**src/accel_port_pkg.sv**
```systemverilog
package accel_port_pkg;

    // ----------------------------------------
    // clock and timing
    // ----------------------------------------
    localparam int unsigned MCLK_MHZ       = 250;
    localparam int unsigned RST_HOLD_US    = 512;
    localparam int unsigned HIZ_US         = 800;
    localparam int unsigned STAB_MS        = 3;
    localparam int unsigned SAMPLE_US      = 16;
    localparam int unsigned RST_HOLD_CYC   = RST_HOLD_US * MCLK_MHZ;
    localparam int unsigned HIZ_CYC        = HIZ_US * MCLK_MHZ;
    localparam int unsigned STAB_CYC       = STAB_MS * 1000 * MCLK_MHZ;
    localparam int unsigned SAMPLE_CYC     = SAMPLE_US * MCLK_MHZ;

    localparam int unsigned RD_CNT_W       = 20;
    localparam int unsigned PH_CNT_W       = 20;
    localparam int unsigned SMP_CNT_W      = 12;

    // ----------------------------------------
    // serial frame
    // ----------------------------------------
    localparam int unsigned AXIS_W         = 10;
    localparam int unsigned WORD_W         = 16;
    localparam int unsigned CMD_W          = 8;
    localparam logic [4:0]  CMD_BITS       = 5'h08;
    localparam logic [4:0]  FRAME_BITS     = 5'h18;
    localparam logic [7:0]  CMD_READ_X     = 8'h01;
    localparam logic [7:0]  CMD_READ_Y     = 8'h02;
    localparam logic [7:0]  CMD_READ_SER   = 8'h03;
    localparam logic [7:0]  CMD_READ_RANGE = 8'h04;
    localparam logic [7:0]  CMD_READ_FILT  = 8'h05;
    localparam logic [7:0]  CMD_READ_STAT  = 8'h06;
    localparam logic [15:0] WORD_IDLE      = 16'hffff;
    localparam logic [15:0] WORD_ZERO      = 16'h0000;

    // status word bit positions
    localparam int unsigned STAT_RST_BIT   = 0;
    localparam int unsigned STAT_RDY_BIT   = 1;
    localparam int unsigned STAT_HOLD_BIT  = 2;

    // self-test deflection, in counts
    localparam logic signed [9:0] ST_OFFSET = 10'sh040;
    localparam logic signed [9:0] AXIS_MAX  = 10'sh1ff;
    localparam logic signed [9:0] AXIS_MIN  = -10'sh200;

    typedef enum logic [2:0] {
        PH_HIZ  = 3'b001,
        PH_STAB = 3'b010,
        PH_RUN  = 3'b100
    } phase_t;

    typedef struct packed {
        logic signed [AXIS_W-1:0] x;
        logic signed [AXIS_W-1:0] y;
    } axis_t;

endpackage

```
**src/accel_serial_port.sv**
```systemverilog
// Overview of operation
// with select low, serial input is sampled on each serial clock rising edge; code takes din only on the first 8 rises of a frame, in the run phase.
// select is active low; serial output driven only while select is low; code also drives it high during stabilization, select high or low.
// select low and clock high for 512 us asserts internal reset.
// clock defaults low, select defaults high, so a floating clock never resets.
// after any reset the serial output stays high impedance for 800 us.
// then the output is driven high and a 3 ms stabilization delay runs.
// a reset flag in the status word tells the host a reset happened.
// capture/hold low lets each new sample load the result registers.
// a rising capture/hold edge freezes the result registers.
// while capture/hold is high, result registers ignore new samples.
// self-test pushes both axes positive if polarity bit clear, else negative.
// each axis result is a 10-bit signed two's-complement value.
// a new sample is taken every 16 us, setting the update rate.
// host can read serial number, range, filter and status words.
// reset timer restarts when select rises or clock falls early.
// host waits for high impedance and stabilization before transfers.
module accel_serial_port
    import accel_port_pkg::*;
#(
    parameter int unsigned RST_HOLD_CYCLES = accel_port_pkg::RST_HOLD_CYC,
    parameter int unsigned HIZ_CYCLES      = accel_port_pkg::HIZ_CYC,
    parameter int unsigned STAB_CYCLES     = accel_port_pkg::STAB_CYC,
    parameter logic [15:0] SERIAL_NUMBER   = 16'h1234,
    parameter logic [15:0] RANGE_CODE      = 16'h0001,
    parameter logic [15:0] FILTER_CODE     = 16'h0001
) (
    input  wire logic                   mclk_i,
    input  wire logic                   reset_n_i,
    input  wire logic                   sclk_i,
    input  wire logic                   select_reset_n_i,
    input  wire logic                   din_i,
    input  wire logic                   capture_hold_input_i,
    input  wire logic                   self_test_en_i,
    input  wire logic                   self_test_polarity_bit_i,
    input  wire accel_port_pkg::axis_t  accel_i,
    output logic                        dout_o,
    output logic                        dout_oe_o,
    output logic                        ready_o,
    output logic                        sample_tick_o
);
    import accel_port_pkg::*;

    // ----------------------------------------
    // state
    // ----------------------------------------
    typedef struct packed {
        phase_t                 phase;
        logic [PH_CNT_W-1:0]    ph_cnt;
        logic [RD_CNT_W-1:0]    rd_cnt;
        logic [SMP_CNT_W-1:0]   smp_cnt;
        logic                   tick;
        logic                   sclk_prev;
        logic [4:0]             bit_cnt;
        logic [CMD_W-1:0]       cmd_sr;
        logic [WORD_W-1:0]      tx_sr;
        logic                   oe;
        logic                   ready;
        logic                   rst_flag;
        axis_t                  res;
    } state_t;

    localparam state_t RST_STATE = '{
        phase:     PH_HIZ,
        ph_cnt:    '0,
        rd_cnt:    '0,
        smp_cnt:   '0,
        tick:      1'b0,
        sclk_prev: 1'b0,
        bit_cnt:   5'h00,
        cmd_sr:    8'h00,
        tx_sr:     WORD_IDLE,
        oe:        1'b0,
        ready:     1'b0,
        rst_flag:  1'b1,
        res:       '0
    };

    localparam logic [PH_CNT_W-1:0]  HIZ_LAST  = PH_CNT_W'(HIZ_CYCLES - 1);
    localparam logic [PH_CNT_W-1:0]  STAB_LAST = PH_CNT_W'(STAB_CYCLES - 1);
    localparam logic [RD_CNT_W-1:0]  RD_LAST   = RD_CNT_W'(RST_HOLD_CYCLES - 1);
    localparam logic [SMP_CNT_W-1:0] SMP_LAST  = SMP_CNT_W'(SAMPLE_CYC - 1);

    state_t cur_ff;
    state_t nxt_ff;

    // ----------------------------------------
    // helpers
    // ----------------------------------------
    // saturating self-test deflection; wrap-around would flip the sign
    function automatic logic signed [AXIS_W-1:0] st_apply(
        input logic signed [AXIS_W-1:0] v,
        input logic                     en,
        input logic                     neg
    );
        logic signed [AXIS_W:0] wide;
        logic signed [AXIS_W:0] defl;
        logic signed [AXIS_W:0] lim_hi;
        logic signed [AXIS_W:0] lim_lo;
        logic signed [AXIS_W:0] sum;
        // concatenations are unsigned; cast back or the clamp compares unsigned
        wide   = $signed({v[AXIS_W-1], v});
        defl   = $signed({ST_OFFSET[AXIS_W-1], ST_OFFSET});
        lim_hi = $signed({AXIS_MAX[AXIS_W-1], AXIS_MAX});
        lim_lo = $signed({AXIS_MIN[AXIS_W-1], AXIS_MIN});
        sum    = '0;
        if (!en) begin
            return v;
        end
        sum = neg ? (wide - defl) : (wide + defl);
        if (sum > lim_hi) begin
            return AXIS_MAX;
        end
        if (sum < lim_lo) begin
            return AXIS_MIN;
        end
        return sum[AXIS_W-1:0];
    endfunction

    function automatic logic [WORD_W-1:0] sext_axis(input logic signed [AXIS_W-1:0] v);
        return {{(WORD_W - AXIS_W){v[AXIS_W-1]}}, v};
    endfunction

    // command byte as it stands once the bit now on the data pin is taken
    function automatic logic [CMD_W-1:0] cmd_with(
        input logic [CMD_W-1:0] sr,
        input logic             bit_in
    );
        return {sr[CMD_W-2:0], bit_in};
    endfunction

    function automatic logic [PH_CNT_W-1:0] ph_step(input logic [PH_CNT_W-1:0] cnt);
        return cnt + 1'b1;
    endfunction

    // status layout: reset flag, ready, hold level; all other bits read zero
    function automatic logic [WORD_W-1:0] status_word(
        input logic rst_flag,
        input logic ready,
        input logic hold
    );
        logic [WORD_W-1:0] w;
        w                = WORD_ZERO;
        w[STAT_RST_BIT]  = rst_flag;
        w[STAT_RDY_BIT]  = ready;
        w[STAT_HOLD_BIT] = hold;
        return w;
    endfunction

    // ----------------------------------------
    // next state
    // ----------------------------------------
    logic        sclk_rise;
    logic        sclk_fall;
    logic        hw_reset;
    logic [15:0] rd_word;
    logic [15:0] stat_word;
    logic [CMD_W-1:0] cmd_now;
    logic        load_ok;

    always_comb begin
        nxt_ff    = cur_ff;
        sclk_rise = sclk_i && !cur_ff.sclk_prev;
        sclk_fall = !sclk_i && cur_ff.sclk_prev;
        hw_reset  = 1'b0;
        rd_word   = WORD_ZERO;
        stat_word = WORD_ZERO;
        // decoded once here: the read mux, the shift and the flag clear all use it
        cmd_now   = cmd_with(cur_ff.cmd_sr, din_i);
        load_ok   = cur_ff.tick && !capture_hold_input_i;

        nxt_ff.sclk_prev = sclk_i;

        // ----------------------------------------
        // reset detect
        // ----------------------------------------
        // a floating clock reads low, so the pin pair can never qualify
        if (!select_reset_n_i && sclk_i) begin
            if (cur_ff.rd_cnt == RD_LAST) begin
                hw_reset = 1'b1;
            end else begin
                nxt_ff.rd_cnt = cur_ff.rd_cnt + 1'b1;
            end
        end else begin
            nxt_ff.rd_cnt = '0;
        end

        // ----------------------------------------
        // sample clock and result registers
        // ----------------------------------------
        nxt_ff.tick = 1'b0;
        if (cur_ff.smp_cnt == SMP_LAST) begin
            nxt_ff.smp_cnt = '0;
            nxt_ff.tick    = 1'b1;
        end else begin
            nxt_ff.smp_cnt = cur_ff.smp_cnt + 1'b1;
        end

        // level check covers the rising edge too, even in the tick cycle
        if (load_ok) begin
            nxt_ff.res.x = st_apply(accel_i.x, self_test_en_i, self_test_polarity_bit_i);
            nxt_ff.res.y = st_apply(accel_i.y, self_test_en_i, self_test_polarity_bit_i);
        end

        // ----------------------------------------
        // read word
        // ----------------------------------------
        stat_word = status_word(cur_ff.rst_flag, cur_ff.ready, capture_hold_input_i);

        unique case (cmd_now)
            CMD_READ_X:     rd_word = sext_axis(cur_ff.res.x);
            CMD_READ_Y:     rd_word = sext_axis(cur_ff.res.y);
            CMD_READ_SER:   rd_word = SERIAL_NUMBER;
            CMD_READ_RANGE: rd_word = RANGE_CODE;
            CMD_READ_FILT:  rd_word = FILTER_CODE;
            CMD_READ_STAT:  rd_word = stat_word;
            default:        rd_word = WORD_ZERO;
        endcase

        // ----------------------------------------
        // phase machine
        // ----------------------------------------
        unique case (cur_ff.phase)
            PH_HIZ: begin
                nxt_ff.oe = 1'b0;
                if (cur_ff.ph_cnt == HIZ_LAST) begin
                    nxt_ff.phase  = PH_STAB;
                    nxt_ff.ph_cnt = '0;
                    nxt_ff.oe     = 1'b1;
                    nxt_ff.tx_sr  = WORD_IDLE;
                end else begin
                    nxt_ff.ph_cnt = ph_step(cur_ff.ph_cnt);
                end
            end
            PH_STAB: begin
                if (cur_ff.ph_cnt == STAB_LAST) begin
                    nxt_ff.phase  = PH_RUN;
                    nxt_ff.ph_cnt = '0;
                    nxt_ff.ready  = 1'b1;
                    // the enable follows select from here on
                    nxt_ff.oe     = !select_reset_n_i;
                end else begin
                    nxt_ff.ph_cnt = ph_step(cur_ff.ph_cnt);
                end
            end
            PH_RUN: begin
                nxt_ff.oe = !select_reset_n_i;
                if (select_reset_n_i) begin
                    // a frame cut short by select leaves no half word behind
                    nxt_ff.bit_cnt = 5'h00;
                    nxt_ff.tx_sr   = WORD_IDLE;
                // clocks past the last bit of a frame are ignored
                end else if (sclk_rise && cur_ff.bit_cnt != FRAME_BITS) begin
                    nxt_ff.bit_cnt = cur_ff.bit_cnt + 1'b1;
                    if (cur_ff.bit_cnt < CMD_BITS) begin
                        nxt_ff.cmd_sr = cmd_now;
                    end
                    if (cur_ff.bit_cnt == CMD_BITS - 5'h01) begin
                        nxt_ff.tx_sr = rd_word;
                        // the loaded word already holds the flag, so nothing is lost
                        if (cmd_now == CMD_READ_STAT) begin
                            nxt_ff.rst_flag = 1'b0;
                        end
                    end
                // shift on the falling clock so the bit is settled at the next rise
                end else if (sclk_fall && cur_ff.bit_cnt > CMD_BITS) begin
                    nxt_ff.tx_sr = {cur_ff.tx_sr[WORD_W-2:0], 1'b1};
                end
            end
            default: begin
                nxt_ff = RST_STATE;
            end
        endcase

        // the pin reset restarts the whole block, including the flag
        if (hw_reset) begin
            nxt_ff           = RST_STATE;
            nxt_ff.sclk_prev = sclk_i;
        end
    end

    // ----------------------------------------
    // registers
    // ----------------------------------------
    always_ff @(posedge mclk_i or negedge reset_n_i) begin
        if (!reset_n_i) begin
            cur_ff <= RST_STATE;
        end else begin
            cur_ff <= nxt_ff;
        end
    end

    // ----------------------------------------
    // outputs
    // ----------------------------------------
    // dout idles high, so a selected but idle port reads all ones
    assign dout_o        = cur_ff.tx_sr[WORD_W-1];
    assign dout_oe_o     = cur_ff.oe;
    assign ready_o       = cur_ff.ready;
    assign sample_tick_o = cur_ff.tick;

endmodule

```
**config.mk**
```make
export PLATFORM = sky130hd
export DESIGN_NAME = accel_serial_port
export DESIGN_NICKNAME = d
export VERILOG_FILES = /design/src/accel_port_pkg.sv /design/src/accel_serial_port.sv
export SDC_FILE = /design/constraint.sdc
export NUM_CORES = 1
export LEC_CHECK = 0
export ABC_AREA = 1
export BUFFER_PORTS_ARGS = -buffer_cell sky130_fd_sc_hd__buf_2
export CAP_MARGIN = 30
export CORE_UTILIZATION = 38
export DETAILED_ROUTE_END_ITERATION = 8
export GPL_TIMING_DRIVEN = 0
export PLACE_DENSITY_LB_ADDON = 0.12
export SLEW_MARGIN = 10
export SYNTH_ARGS = -nofsm -noshare
export SYNTH_HDL_FRONTEND = slang
export SYNTH_SLANG_ARGS = --single-unit
```
**constraint.sdc**
```tcl
create_clock -name mclk_i -period 3.7 [get_ports mclk_i]
set_clock_uncertainty 0.1 [all_clocks]
set_input_delay 0 -clock mclk_i [delete_from_list [all_inputs] [get_ports mclk_i]]
set_output_delay 0 -clock mclk_i [all_outputs]
set_load 0.05 [all_outputs]
```
==> results of run 1 <==
## flip-flops by register name, summed over array words and instances, names as in the netlist
register and cells:
dout_oe_o 1, cmd_now 7, cur_ff 97, sample_tick_o 1
dout_o 1, ready_o 1
## power by group through the flow
| stage | clock network (mW) | logic [mW] | registers (mW) |
|---|---|---|---|
| after global placement | 0 | 0.176 | 1.21 |
| after CTS | 0.971 | 0.199 | 1.19 |
| after detailed placement | 0 | 0.180 | 1.21 |
| after global routing | 1.02 | 0.228 | 1.19 |
| final | 0.929 | 0.195 | 1.19 |
| after floorplan | 0 | 0.104 | 1.21 |
## logic make-up after synthesis
| group | after synthesis | share of synthesized area |
|---|---|---|
| AND/OR/NAND/NOR | 577 | 0.376 |
| buffers and inverters | 135 | 0.0823 |
| flip-flops | 108 | 0.405 |
| AO/OA/AOI/OAI | 84 | 0.0712 |
| XOR/XNOR | 26 | 0.0338 |
| adder cells (fa/ha/maj) | 15 | 0.0301 |
| multiplexers | 1 | 0.00167 |
## cell usage in the layout, fill, tap and decap left out, drive strengths merged
cell,instances
ha,13
nand3,98
nor2,93
dlygate4sd3,23
nand3b,5
and3,2
xor2,19
or2,1
o211ai,2
nor3,23
xnor2,7
o2111ai,2
a31oi,4
dfstp,18
nand4,24
or3,1
clkinv,7
clkbuf,18
fa,2
dfrtp,90
mux2,1
inv,114
a21oi,24
nand2,325
buf,42
nor4,4
and2,1
o21bai,3
o21ai,49
## area by class of cell
cell class	count	area, um2
fill	1802	9590
clock buffer	10	229
multi-input combinational	703	3450
tap	225	282
buffer	20	120
sequential	108	2730
inverter	115	434
timing repair buffer	53	409
clock inverter	6	48.8
## worst max-delay path: cells and delay by family, from the launching register on
kind | cells | cell delay, ps
and+or+nand+nor | 6 | 1300
buffers and inverters | 2 | 370
DFF | 1 | 380
adders and majority gates | 1 | 190
## metrics by stage
step / utilization / cell area (um2) / instances / power [mW]
2_1_floorplan: - / 6730 / 946 / 1.31
4_1_cts: 0.445 / 7700 / 1240 / 2.36
6_report: 0.445 / 7700 / 1240 / 2.31
3_3_place_gp: 0.414 / 7160 / 1200 / 1.39
3_5_place_dp: 0.416 / 7190 / 1201 / 1.39
5_1_grt: 0.445 / 7700 / 1240 / 2.43
## metal layers
layer  vias to the layer above  GRT usage  part of all wire
met5                         -          0                 0
met4                         0     0.0512             0.014
met3                        14     0.0334             0.034
met2                        91      0.307              0.44
met1                      2780      0.280              0.51
li1                       3167          -                 -
## how the worst min path moves through the flow
stage                         startpoint    endpoint  slack [ps]  cells after the start
after floorplan                reset_n_i  cmd_now[1]        -400                      0
after global placement             din_i  cmd_now[1]         210                      3
after detailed placement       reset_n_i  cur_ff[81]        -120                      1
after CTS                 self_test_en_i   cur_ff[6]           5                      4
after global routing         accel_i[16]  cur_ff[16]          40                      5
final                        accel_i[16]  cur_ff[16]          10                      5
==> metrics.md, run 1 <==
| Metric | Value |
|---|---|
| Hold Slack | 13.9 ps |
| Clk buf depth | 2 |
| Int Power | about 1.7 mW |
| FF-to-FF End | cur_ff[81] |
| Worst Setup EP | cur_ff[81] |
| Distinct cells, synth | between 40 and 50 |
| Gate power share | 0.084 |
| Remaining antenna violation count | 0 |
| CP Class | reg -> reg |
| Power Density | approximately 300 nW/um2 |
| Setup WS pre-CTS | around 1200 ps |
| Clock H-tree levels | 3 |
| CTS tree | yes |
| Synth Area per Inst | ~7.1 um2 |
| Vias in the first global route | 5831 |
| CP cell instances | ha_1, nand3_1, nor3_4, nand4_2, nand2_4, inv_2, nand3_2, buf_4, nor2_1 |
| Clock buffer count from CTS | 9 |
| Core Region | around 17000 um2 |
| Gate Count Post-Synth | between 900 and 1000 |
| Final wirelength | ~16000 um |
| PnR worst setup slack | ~1200 ps |
| NumNets Final | around 1100 |
| CP Launch Type | flop |
| Antenna violations before repair | 0 |
| Num rows | 48 |
| Seq/Total Area, Yosys | 0.405 |
| Largest stage delay on the critical path | around 380 ps |
| Hold buffer count at CTS | 23 |
| GP Congestion | slightly below 0.9 |
| Top FF cell, synth | dfrtp_1 |
| Vias | 6052 |
| Clock root buffer | clkbuf_16 |
| Die Span Y | 135 um |
| Slew Limit Fails | 0 |
| Overall routing resource usage | 0.197 |
| Slew @ Worst Pin | approximately 620 ps |
| Achievable Freq | 0.406 GHz |
| Switch share | 0.255 |
| DRC Markers | 0 |
| Max_slew headroom | 0.588 |
| IO Pins | 32 |
| Post-synthesis cell area | between 6000 and 7000 um2 |
| Clk_lat worst skew | between 300 and 400 ps |
| Clock share of power | 0.402 |
| Post-synth top cells | nand2_1 (322), inv_1 (107), nand3_1 (93) |
| Grt ovf | 0 |
| CP arrival | between 2000 and 3000 ps |
| Final number of hold-violating endpoints | 0 |
| Crit path launch | cur_ff[66] |
| DRT iter0 DRCs | between 300 and 400 |
| Layout area overhead | 14.4% |
| Post-synth EDFFs | 0 |
| Worst hold path type | in -> reg |
| Dominant cells by area after synthesis | dfrtp_1 (33%), nand2_1 (18%), dfstp_2 (7.0%) |
| Seq pwr share | 0.514 |
| Post-DP HPWL | about 12000 um |
| Syn nets | about 1000 |
| Yosys Warn Count | 0 |
| Post_cts resized | 0 |
| CP endpoint kind | flop |
| Synth Register Bits | between 100 and 150 |
| Leak Pwr | slightly below 4 nW |
| Largest net degree at the start of global routing | just over 60 |
| CP required | ~3800 ps |
| Crit path max fanout | 10 |
| Yosys top cell area share | 0.334 |
| Slowest cell on crit path | dfrtp_1 |
| RSZ-0062 raised after global routing | no |
| Switching Power | 589 uW |
| First-pass GRT wire length | between 20000 and 30000 um |
| Status | finished, final reports clean |
| Max cap viols | 0 |
| Clk slew on worst S/H paths | 80 ps |
| Worst reg2reg startpoint | cur_ff[66] |
| Clk sinks | 108 |
| Worst ir drop on vdd | about 0.23 mV |
| Final period util | 0.666 |
| Number of buffers added on ports | 29 |
| FF-to-FF setup slack | approximately 1200 ps |
| Post-synth top area cell | dfrtp_1 |
| Initial Util | 0.389 |
| Layout cells sized above 1 | 0.107 |
| # diodes | 0 |
| Post-Route Setup TNS | 0 ps |
| Most frequent cell after synthesis | nand2_1 |
| DR WL/cell | roughly 13 um |
| Ys async rst share | 1.00 |
| Post-CTS Setup Inserts | 0 |
| Reg2reg path depth | 9 |
| Drt pass-1 iters | 5 |
| Final setup viols | 0 |
| Via-to-Cell Ratio | around 4.9 |
| Die W | between 100 and 150 um |
| Die area | roughly 18000 um2 |
| Final Critical Period | between 2000 and 2500 ps |
Power figures use the tool's default switching activity.
==> run 2: changes to the inputs <==
Clock period 3.7 ns to 2.1 ns, I/O delays scaled along.
==> run 2 against run 1 <==
  * Sequential power grew 76%
  * Register-to-register slack lost 1200 ps
  * Count of clock-buffer cells in the layout is the same
  * Via count grew 2.2%
  * Worst hold slack lost 0.79 ps
  * Fmax grew 19%
  * Sequential share of layout area shrank 2.1 points
  * Final cell count grew 2.0%
  * Die area is the same
  * Wire length grew 3.7%
  * Critical path depth grew 2
  * Largest power group unchanged
==> metrics.md, run 2 (synthesis gave the netlist of run 1 again) <==
| Metric | Value |
|---|---|
| Achievable Freq | 0.485 GHz (+19%) |
| Layout Cells excl Fill | 1265 (+2.0%) |
| CP endpoint kind | flop |
| Commonest non-fill, non-tap cell in the layout | nand2_1 |
| Largest net degree at the start of global routing | 62 (unchanged) |
| Worst ir drop on vdd | 0.412 mV (+79%) |
| Drt pass-1 iters | 5 (unchanged) |
| Via-to-Cell Ratio | 4.89 (+0.18%) |
| Clk buf depth | 2 (unchanged) |
| Status | finished, final reports clean |
| Antenna violations before repair | 0 (unchanged) |
| Post-Route Setup TNS | 0 ps (unchanged) |
| Max_slew headroom | 0.677 (+0.0885) |
| Crit path max fanout | 16 (+6) |
| Die Span Y | 135 um (unchanged) |
| Leak Pwr | 4.14 nW (+5.3%) |
| Met2 usage | 0.311 (+0.00370) |
| Vias in the first global route | 5900 (+1.2%) |
| Worst hold path type | in -> reg |
| GP Congestion | 0.883 (unchanged) |
| Num rows | 48 (unchanged) |
| DRC Markers | 0 (unchanged) |
| Grt ovf | 0 (unchanged) |
| Clk sinks | 108 (unchanged) |
| GRT Max-Usage Layer | met2 |
| Clock buffer count from CTS | 9 (unchanged) |
| Placed cell count | 1201 (unchanged) |
| Core Region | 17300 um2 (unchanged) |
| Remaining antenna violation count | 0 (unchanged) |
| RSZ-0062 raised after global routing | yes |
| Number of buffers added on ports | 29 (unchanged) |
| Met1 usage | 0.285 (+0.00522) |
| CTS tree | yes |
| Layout cells sized above 1 | 0.159 (+0.0513) |
| DRT iter0 DRCs | 331 (+1.2%) |
| Largest register FFs | 97 (unchanged) |
| Final setup viols | 0 (unchanged) |
| Slew Limit Fails | 0 (unchanged) |
| Initial Util | 0.389 (unchanged) |
| NumNets Final | 1078 (+2.4%) |
| Die W | 135 um (unchanged) |
| Commonest non-fill, non-tap cells in the layout | nand2_1 (315), inv_1 (107), dfrtp_1 (90), nand3_1 (88), nor2_1 (79) |
| Final period util | 0.982 (+0.316) |
| CP required | 2230 ps (-1610 ps) |
| CP Launch Type | flop |
| Vias | 6185 (+2.2%) |
| Post-Route Utilization | 0.474 (+0.0286) |
| Post-DP HPWL | 12000 um (unchanged) |
| CP arrival | 2190 ps (-420 ps) |
| Clk slew on worst S/H paths | 80 ps (about the same) |
| Final Cell Area | 8200 um2 (+6.4%) |
| # diodes | 0 (unchanged) |
| Overall routing resource usage | 0.199 (+0.00275) |
| Reg with most FFs | cur_ff |
| Final number of hold-violating endpoints | 0 (unchanged) |
| DR WL/cell | 13.4 um (+1.6%) |
| M3 GR Usage | 0.0330 (-0.000375) |
| CP Class | reg -> reg |
| Clock H-tree levels | 3 (unchanged) |
| Clock root buffer | clkbuf_16 |
| IO Pins | 32 (unchanged) |
| Placed Area | 7190 um2 (unchanged) |
| Layout area overhead | 21.7% |
| Clk_lat worst skew | 360 ps (about the same) |
| Final wirelength | 17000 um (+3.7%) |
| Die area | 18300 um2 (unchanged) |
| Final Critical Period | 2060 ps (-401 ps) |
| First-pass GRT wire length | 29100 um (+1.4%) |
| Slew @ Worst Pin | 485 ps (-130 ps) |
| Power Density | 500 nW/um2 (+66%) |
| Max cap viols | 0 (unchanged) |
[run 2: cell types whose count changed in the layout (fill, tap and decap cells not counted), sizes merged]
cell and change:
buf +23, inv +2, clkbuf +1, clkinv -1
[run 2: timing repair]
item,4_1_cts,5_1_grt
hold buffers,23,0
endpoints found under the setup margin,94,68
endpoints found under the hold margin,127,0
gates cloned,0,3
setup buffers,11,14
pin swaps,6,13
resized for setup,25,45
[run 2: metal layers]
metal,wire [um],up-vias
li1,-,3222
met4,221,0
met1,8590,2831
met5,0,-
met2,7570,120
met3,588,12
[run 2: final timing paths]
| check | from | to | slack [ps] | depth (start not counted) |
|---|---|---|---|---|
| min in group asynchronous | reset_n_i | cur_ff[81] | 40 | 2 |
| max reg2reg | cur_ff[66] | cur_ff[9] | 40 | 11 |
| min | accel_i[16] | cur_ff[16] | 10 | 5 |
| max | cur_ff[66] | cur_ff[9] | 40 | 11 |
| max in group asynchronous | reset_n_i | cur_ff[25] | 1130 | 3 |
| min reg2reg | cur_ff[54] | cur_ff[54] | 360 | 1 |
[run 2: area by class of cell]
type                       instances  area [um2]
buffer                            17         129
clock buffer                      10         229
clock inverter                     6        48.8
fill                            1757        9100
inverter                         115         440
multi-input combinational        703        3660
sequential                       108        2730
tap                              225         282
timing repair buffer              80         683
timing repair inverter             1        3.75
[run 2: power by group]
group / total [mW] / leakage [nW] / internal (mW) / switching (mW)
Sequential: 2.09 / 1.40 / 2.09 / 0.00643
Combinational: 0.361 / 2.60 / 0.137 / 0.224
Clock: 1.64 / 0.137 / 0.820 / 0.823
[run 2: stage by stage]
stage	total power, mW	hold slack [ps]	setup slack [ps]
after global placement	2.44	212	-486
after global routing	4.30	44.0	-62.3
after detailed placement	2.45	-122	-401
after CTS	4.16	5.19	0.614
final	4.10	13.1	38.0
after floorplan	2.32	-396	179
[run 2: worst max-delay path, cell delays in order (launching register included)]
cell and delay, ps:
dfrtp_1 370, ha_2 220, nand3_4 100, nor3_4 220
buf_4 170, nand4_4 130, nand2_4 150, buf_12 140
nor2_4 50, buf_12 140, nand2_1 50, o21ai_0 70
==> run 3: changes to the inputs <==
==> constraint.sdc (replaced) <==
create_clock -name mclk_i -period 2.1 [get_ports mclk_i]
set_clock_uncertainty 0.1 [all_clocks]
set_input_delay 0.315 -clock mclk_i [delete_from_list [all_inputs] [get_ports mclk_i]]
set_output_delay 0.315 -clock mclk_i [all_outputs]
set_load 0.05 [all_outputs]
==> run 3 against run 2 <==
  * Final cell count is 2.4% lower
  * Critical endpoint unchanged
  * Sequential share of layout area up 1.6 points
  * First-iteration DRC count decreased by 3.9%
  * Non-clock buffer count fell by 30
  * Cell area down 4.5%
  * Die area stayed put
  * Setup slack improved by 47 ps
  * Fmax rose by 2.3%
  * Sequential power about the same
  * Highest routed layer unchanged
  * Register-to-register slack better by 50 ps
  * Worst hold slack improved by 140 ps
  * Count of clock-buffer cells in the layout did not move
==> metrics.md, run 3 (synthesis gave the netlist of run 1 again) <==
| Metric | Value |
|---|---|
| DRC Markers | 0 (unchanged) |
| Number of buffers added on ports | 29 (unchanged) |
| Slew @ Worst Pin | 484 ps (-1.47 ps) |
| Commonest non-fill, non-tap cells in the layout | nand2_1 (318), inv_1 (106), dfrtp_1 (90), nand3_1 (88), nor2_1 (80) |
| Largest register FFs | 97 (unchanged) |
| # diodes | 0 (unchanged) |
| Final number of hold-violating endpoints | 0 (unchanged) |
| Fill cells | 1809 (+3.0%) |
| Vias in the first global route | 5759 (-2.4%) |
| Clk slew on worst S/H paths | 80 ps (about the same) |
| Placed cell count | 1201 (unchanged) |
| CP endpoint kind | flop |
| Final setup viols | 0 (unchanged) |
| Leak Pwr | 3.99 nW (-3.7%) |
| DR WL/cell | 13.4 um (-0.38%) |
| CP required | 2230 ps (about the same) |
| Die area | 18300 um2 (unchanged) |
| Gate power share | 0.080 (-0.008) |
| GP Congestion | 0.883 (unchanged) |
| Reg2reg path depth | 11 (unchanged) |
| Commonest non-fill, non-tap cell in the layout | nand2_1 |
| Grt ovf | 0 (unchanged) |
| Vias | 5972 (-3.4%) |
| Clock share of power | 0.404 (+0.003) |
| Achievable Freq | 0.496 GHz (+2.3%) |
| Max_slew headroom | 0.678 (+0.000982) |
| Clock root buffer | clkbuf_16 |
| Power Density | 518 nW/um2 (+3.7%) |
| Final Critical Period | 2010 ps (-47.2 ps) |
| CTS tree | yes |
| Seq pwr share | 0.516 (+0.005) |
| DRT iter0 DRCs | 318 (-3.9%) |
| Seq. cell area | 2730 um2 (unchanged) |
| Status | finished, final reports clean |
| Worst hold path type | in -> reg |
| Int Power | 3.02 mW (-0.90%) |
| Antenna violations before repair | 0 (unchanged) |
| First-pass GRT wire length | 28600 um (-1.6%) |
| Final period util | 0.959 (-0.0225) |
| CP Class | reg -> reg |
| Clk sinks | 108 (unchanged) |
| Hold Slack | 153 ps (+139 ps) |
| Largest net degree at the start of global routing | 62 (unchanged) |
| Switch share | 0.256 (-0.000861) |
| Post-Route Utilization | 0.452 (-0.0216) |
| Reg with most FFs | cur_ff |
| Max cap viols | 0 (unchanged) |
| CP arrival | 2140 ps (-50 ps) |
| Layout area overhead | 16.2% |
| Clock buffer count from CTS | 9 (unchanged) |
| Layout cells sized above 1 | 0.151 (-0.00717) |
| Switching Power | 1.04 mW (-1.3%) |
| Core Region | 17300 um2 (unchanged) |
| Clk buf depth | 2 (unchanged) |
| Clk_lat worst skew | 360 ps (about the same) |
| Post-Route Setup TNS | 0 ps (unchanged) |
| Remaining antenna violation count | 0 (unchanged) |
| Clock H-tree levels | 3 (unchanged) |
| Slew Limit Fails | 0 (unchanged) |
| Crit path max fanout | 16 (unchanged) |
| Final wirelength | 16500 um (-2.7%) |
| Overall routing resource usage | 0.196 (-0.00291) |
| Initial Util | 0.389 (unchanged) |
| Worst ir drop on vdd | 0.405 mV (-1.7%) |
| Layout Cells excl Fill | 1235 (-2.4%) |
| Via-to-Cell Ratio | 4.84 (-1.1%) |
| Drt pass-1 iters | 5 (unchanged) |
| CP Launch Type | flop |
| IO Pins | 32 (unchanged) |
| RSZ-0062 raised after global routing | yes |
| Worst Hold Depth | 3 (-2) |
| Post-DP HPWL | 12000 um (unchanged) |
| Num rows | 48 (unchanged) |
| Die Span Y | 135 um (unchanged) |
| Area occupied by multi-input gates | 3600 um2 (-1.5%) |
| NumNets Final | 1048 (-2.8%) |
| Die W | 135 um (unchanged) |
## run 3: layout make-up
| class | count | share of cell area |
|---|---|---|
| multi-input combinational | 703 | 0.461 |
| sequential | 108 | 0.348 |
| inverter | 115 | 0.0561 |
| timing repair buffer | 50 | 0.0472 |
| tap | 225 | 0.0360 |
| clock buffer | 10 | 0.0293 |
| buffer | 17 | 0.0160 |
| clock inverter | 6 | 0.00624 |
| timing repair inverter | 1 | 0.000480 |
## run 3: worst max-delay path, cell delays in order, from the launching register on
cell,delay (ps)
dfrtp_1,370
ha_2,200
nand3_2,120
nor3_4,190
buf_4,160
nand4_4,130
nand2_4,150
buf_12,140
nor2_4,50
buf_12,140
nand2_1,50
o21ai_0,80
## run 3: power groups by stage
stage / combinational (mW) / sequential, mW / clock, mW
6_report: 0.324 / 2.09 / 1.64
5_1_grt: 0.379 / 2.09 / 1.79
4_1_cts: 0.326 / 2.09 / 1.71
3_5_place_dp: 0.318 / 2.13 / 0
3_3_place_gp: 0.309 / 2.13 / 0
2_1_floorplan: 0.183 / 2.13 / 0
## run 3: worst paths after layout
kind                             from          to  slack [ps]
min                             din_i  cmd_now[1]         150
min in group asynchronous   reset_n_i  cur_ff[81]         360
max in group asynchronous   reset_n_i  cur_ff[25]         820
max reg2reg                cur_ff[66]   cur_ff[9]          90
min reg2reg                cur_ff[54]  cur_ff[54]         360
max                        cur_ff[66]   cur_ff[9]          90
## run 3: metal layers
metal | vias up | track usage | routed length, um
li1 | 3152 | - | -
met1 | 2726 | 0.285 | 8570
met2 | 82 | 0.301 | 7240
met3 | 12 | 0.0330 | 479
met4 | 0 | 0.0512 | 223
met5 | - | 0 | 0
## run 3: repair_timing
| item | CTS | global route |
|---|---|---|
| endpoints found under the hold margin | 45 | 0 |
| cloned | 0 | 1 |
| endpoints found under the setup margin | 94 | 65 |
| setup buffers | 11 | 8 |
| pin swaps | 6 | 9 |
| gates resized for setup | 25 | 28 |
| hold buffers | 1 | 0 |
## run 3: per-stage QoR
| step | setup WS (ps) | total power [mW] | instance area [um2] |
|---|---|---|---|
| 2_1_floorplan | 179 | 2.32 | 6730 |
| 3_3_place_gp | -801 | 2.44 | 7160 |
| 3_5_place_dp | -401 | 2.45 | 7190 |
| 4_1_cts | 0.614 | 4.13 | 7660 |
| 5_1_grt | -52.9 | 4.26 | 7830 |
| 6_report | 85.2 | 4.06 | 7830 |
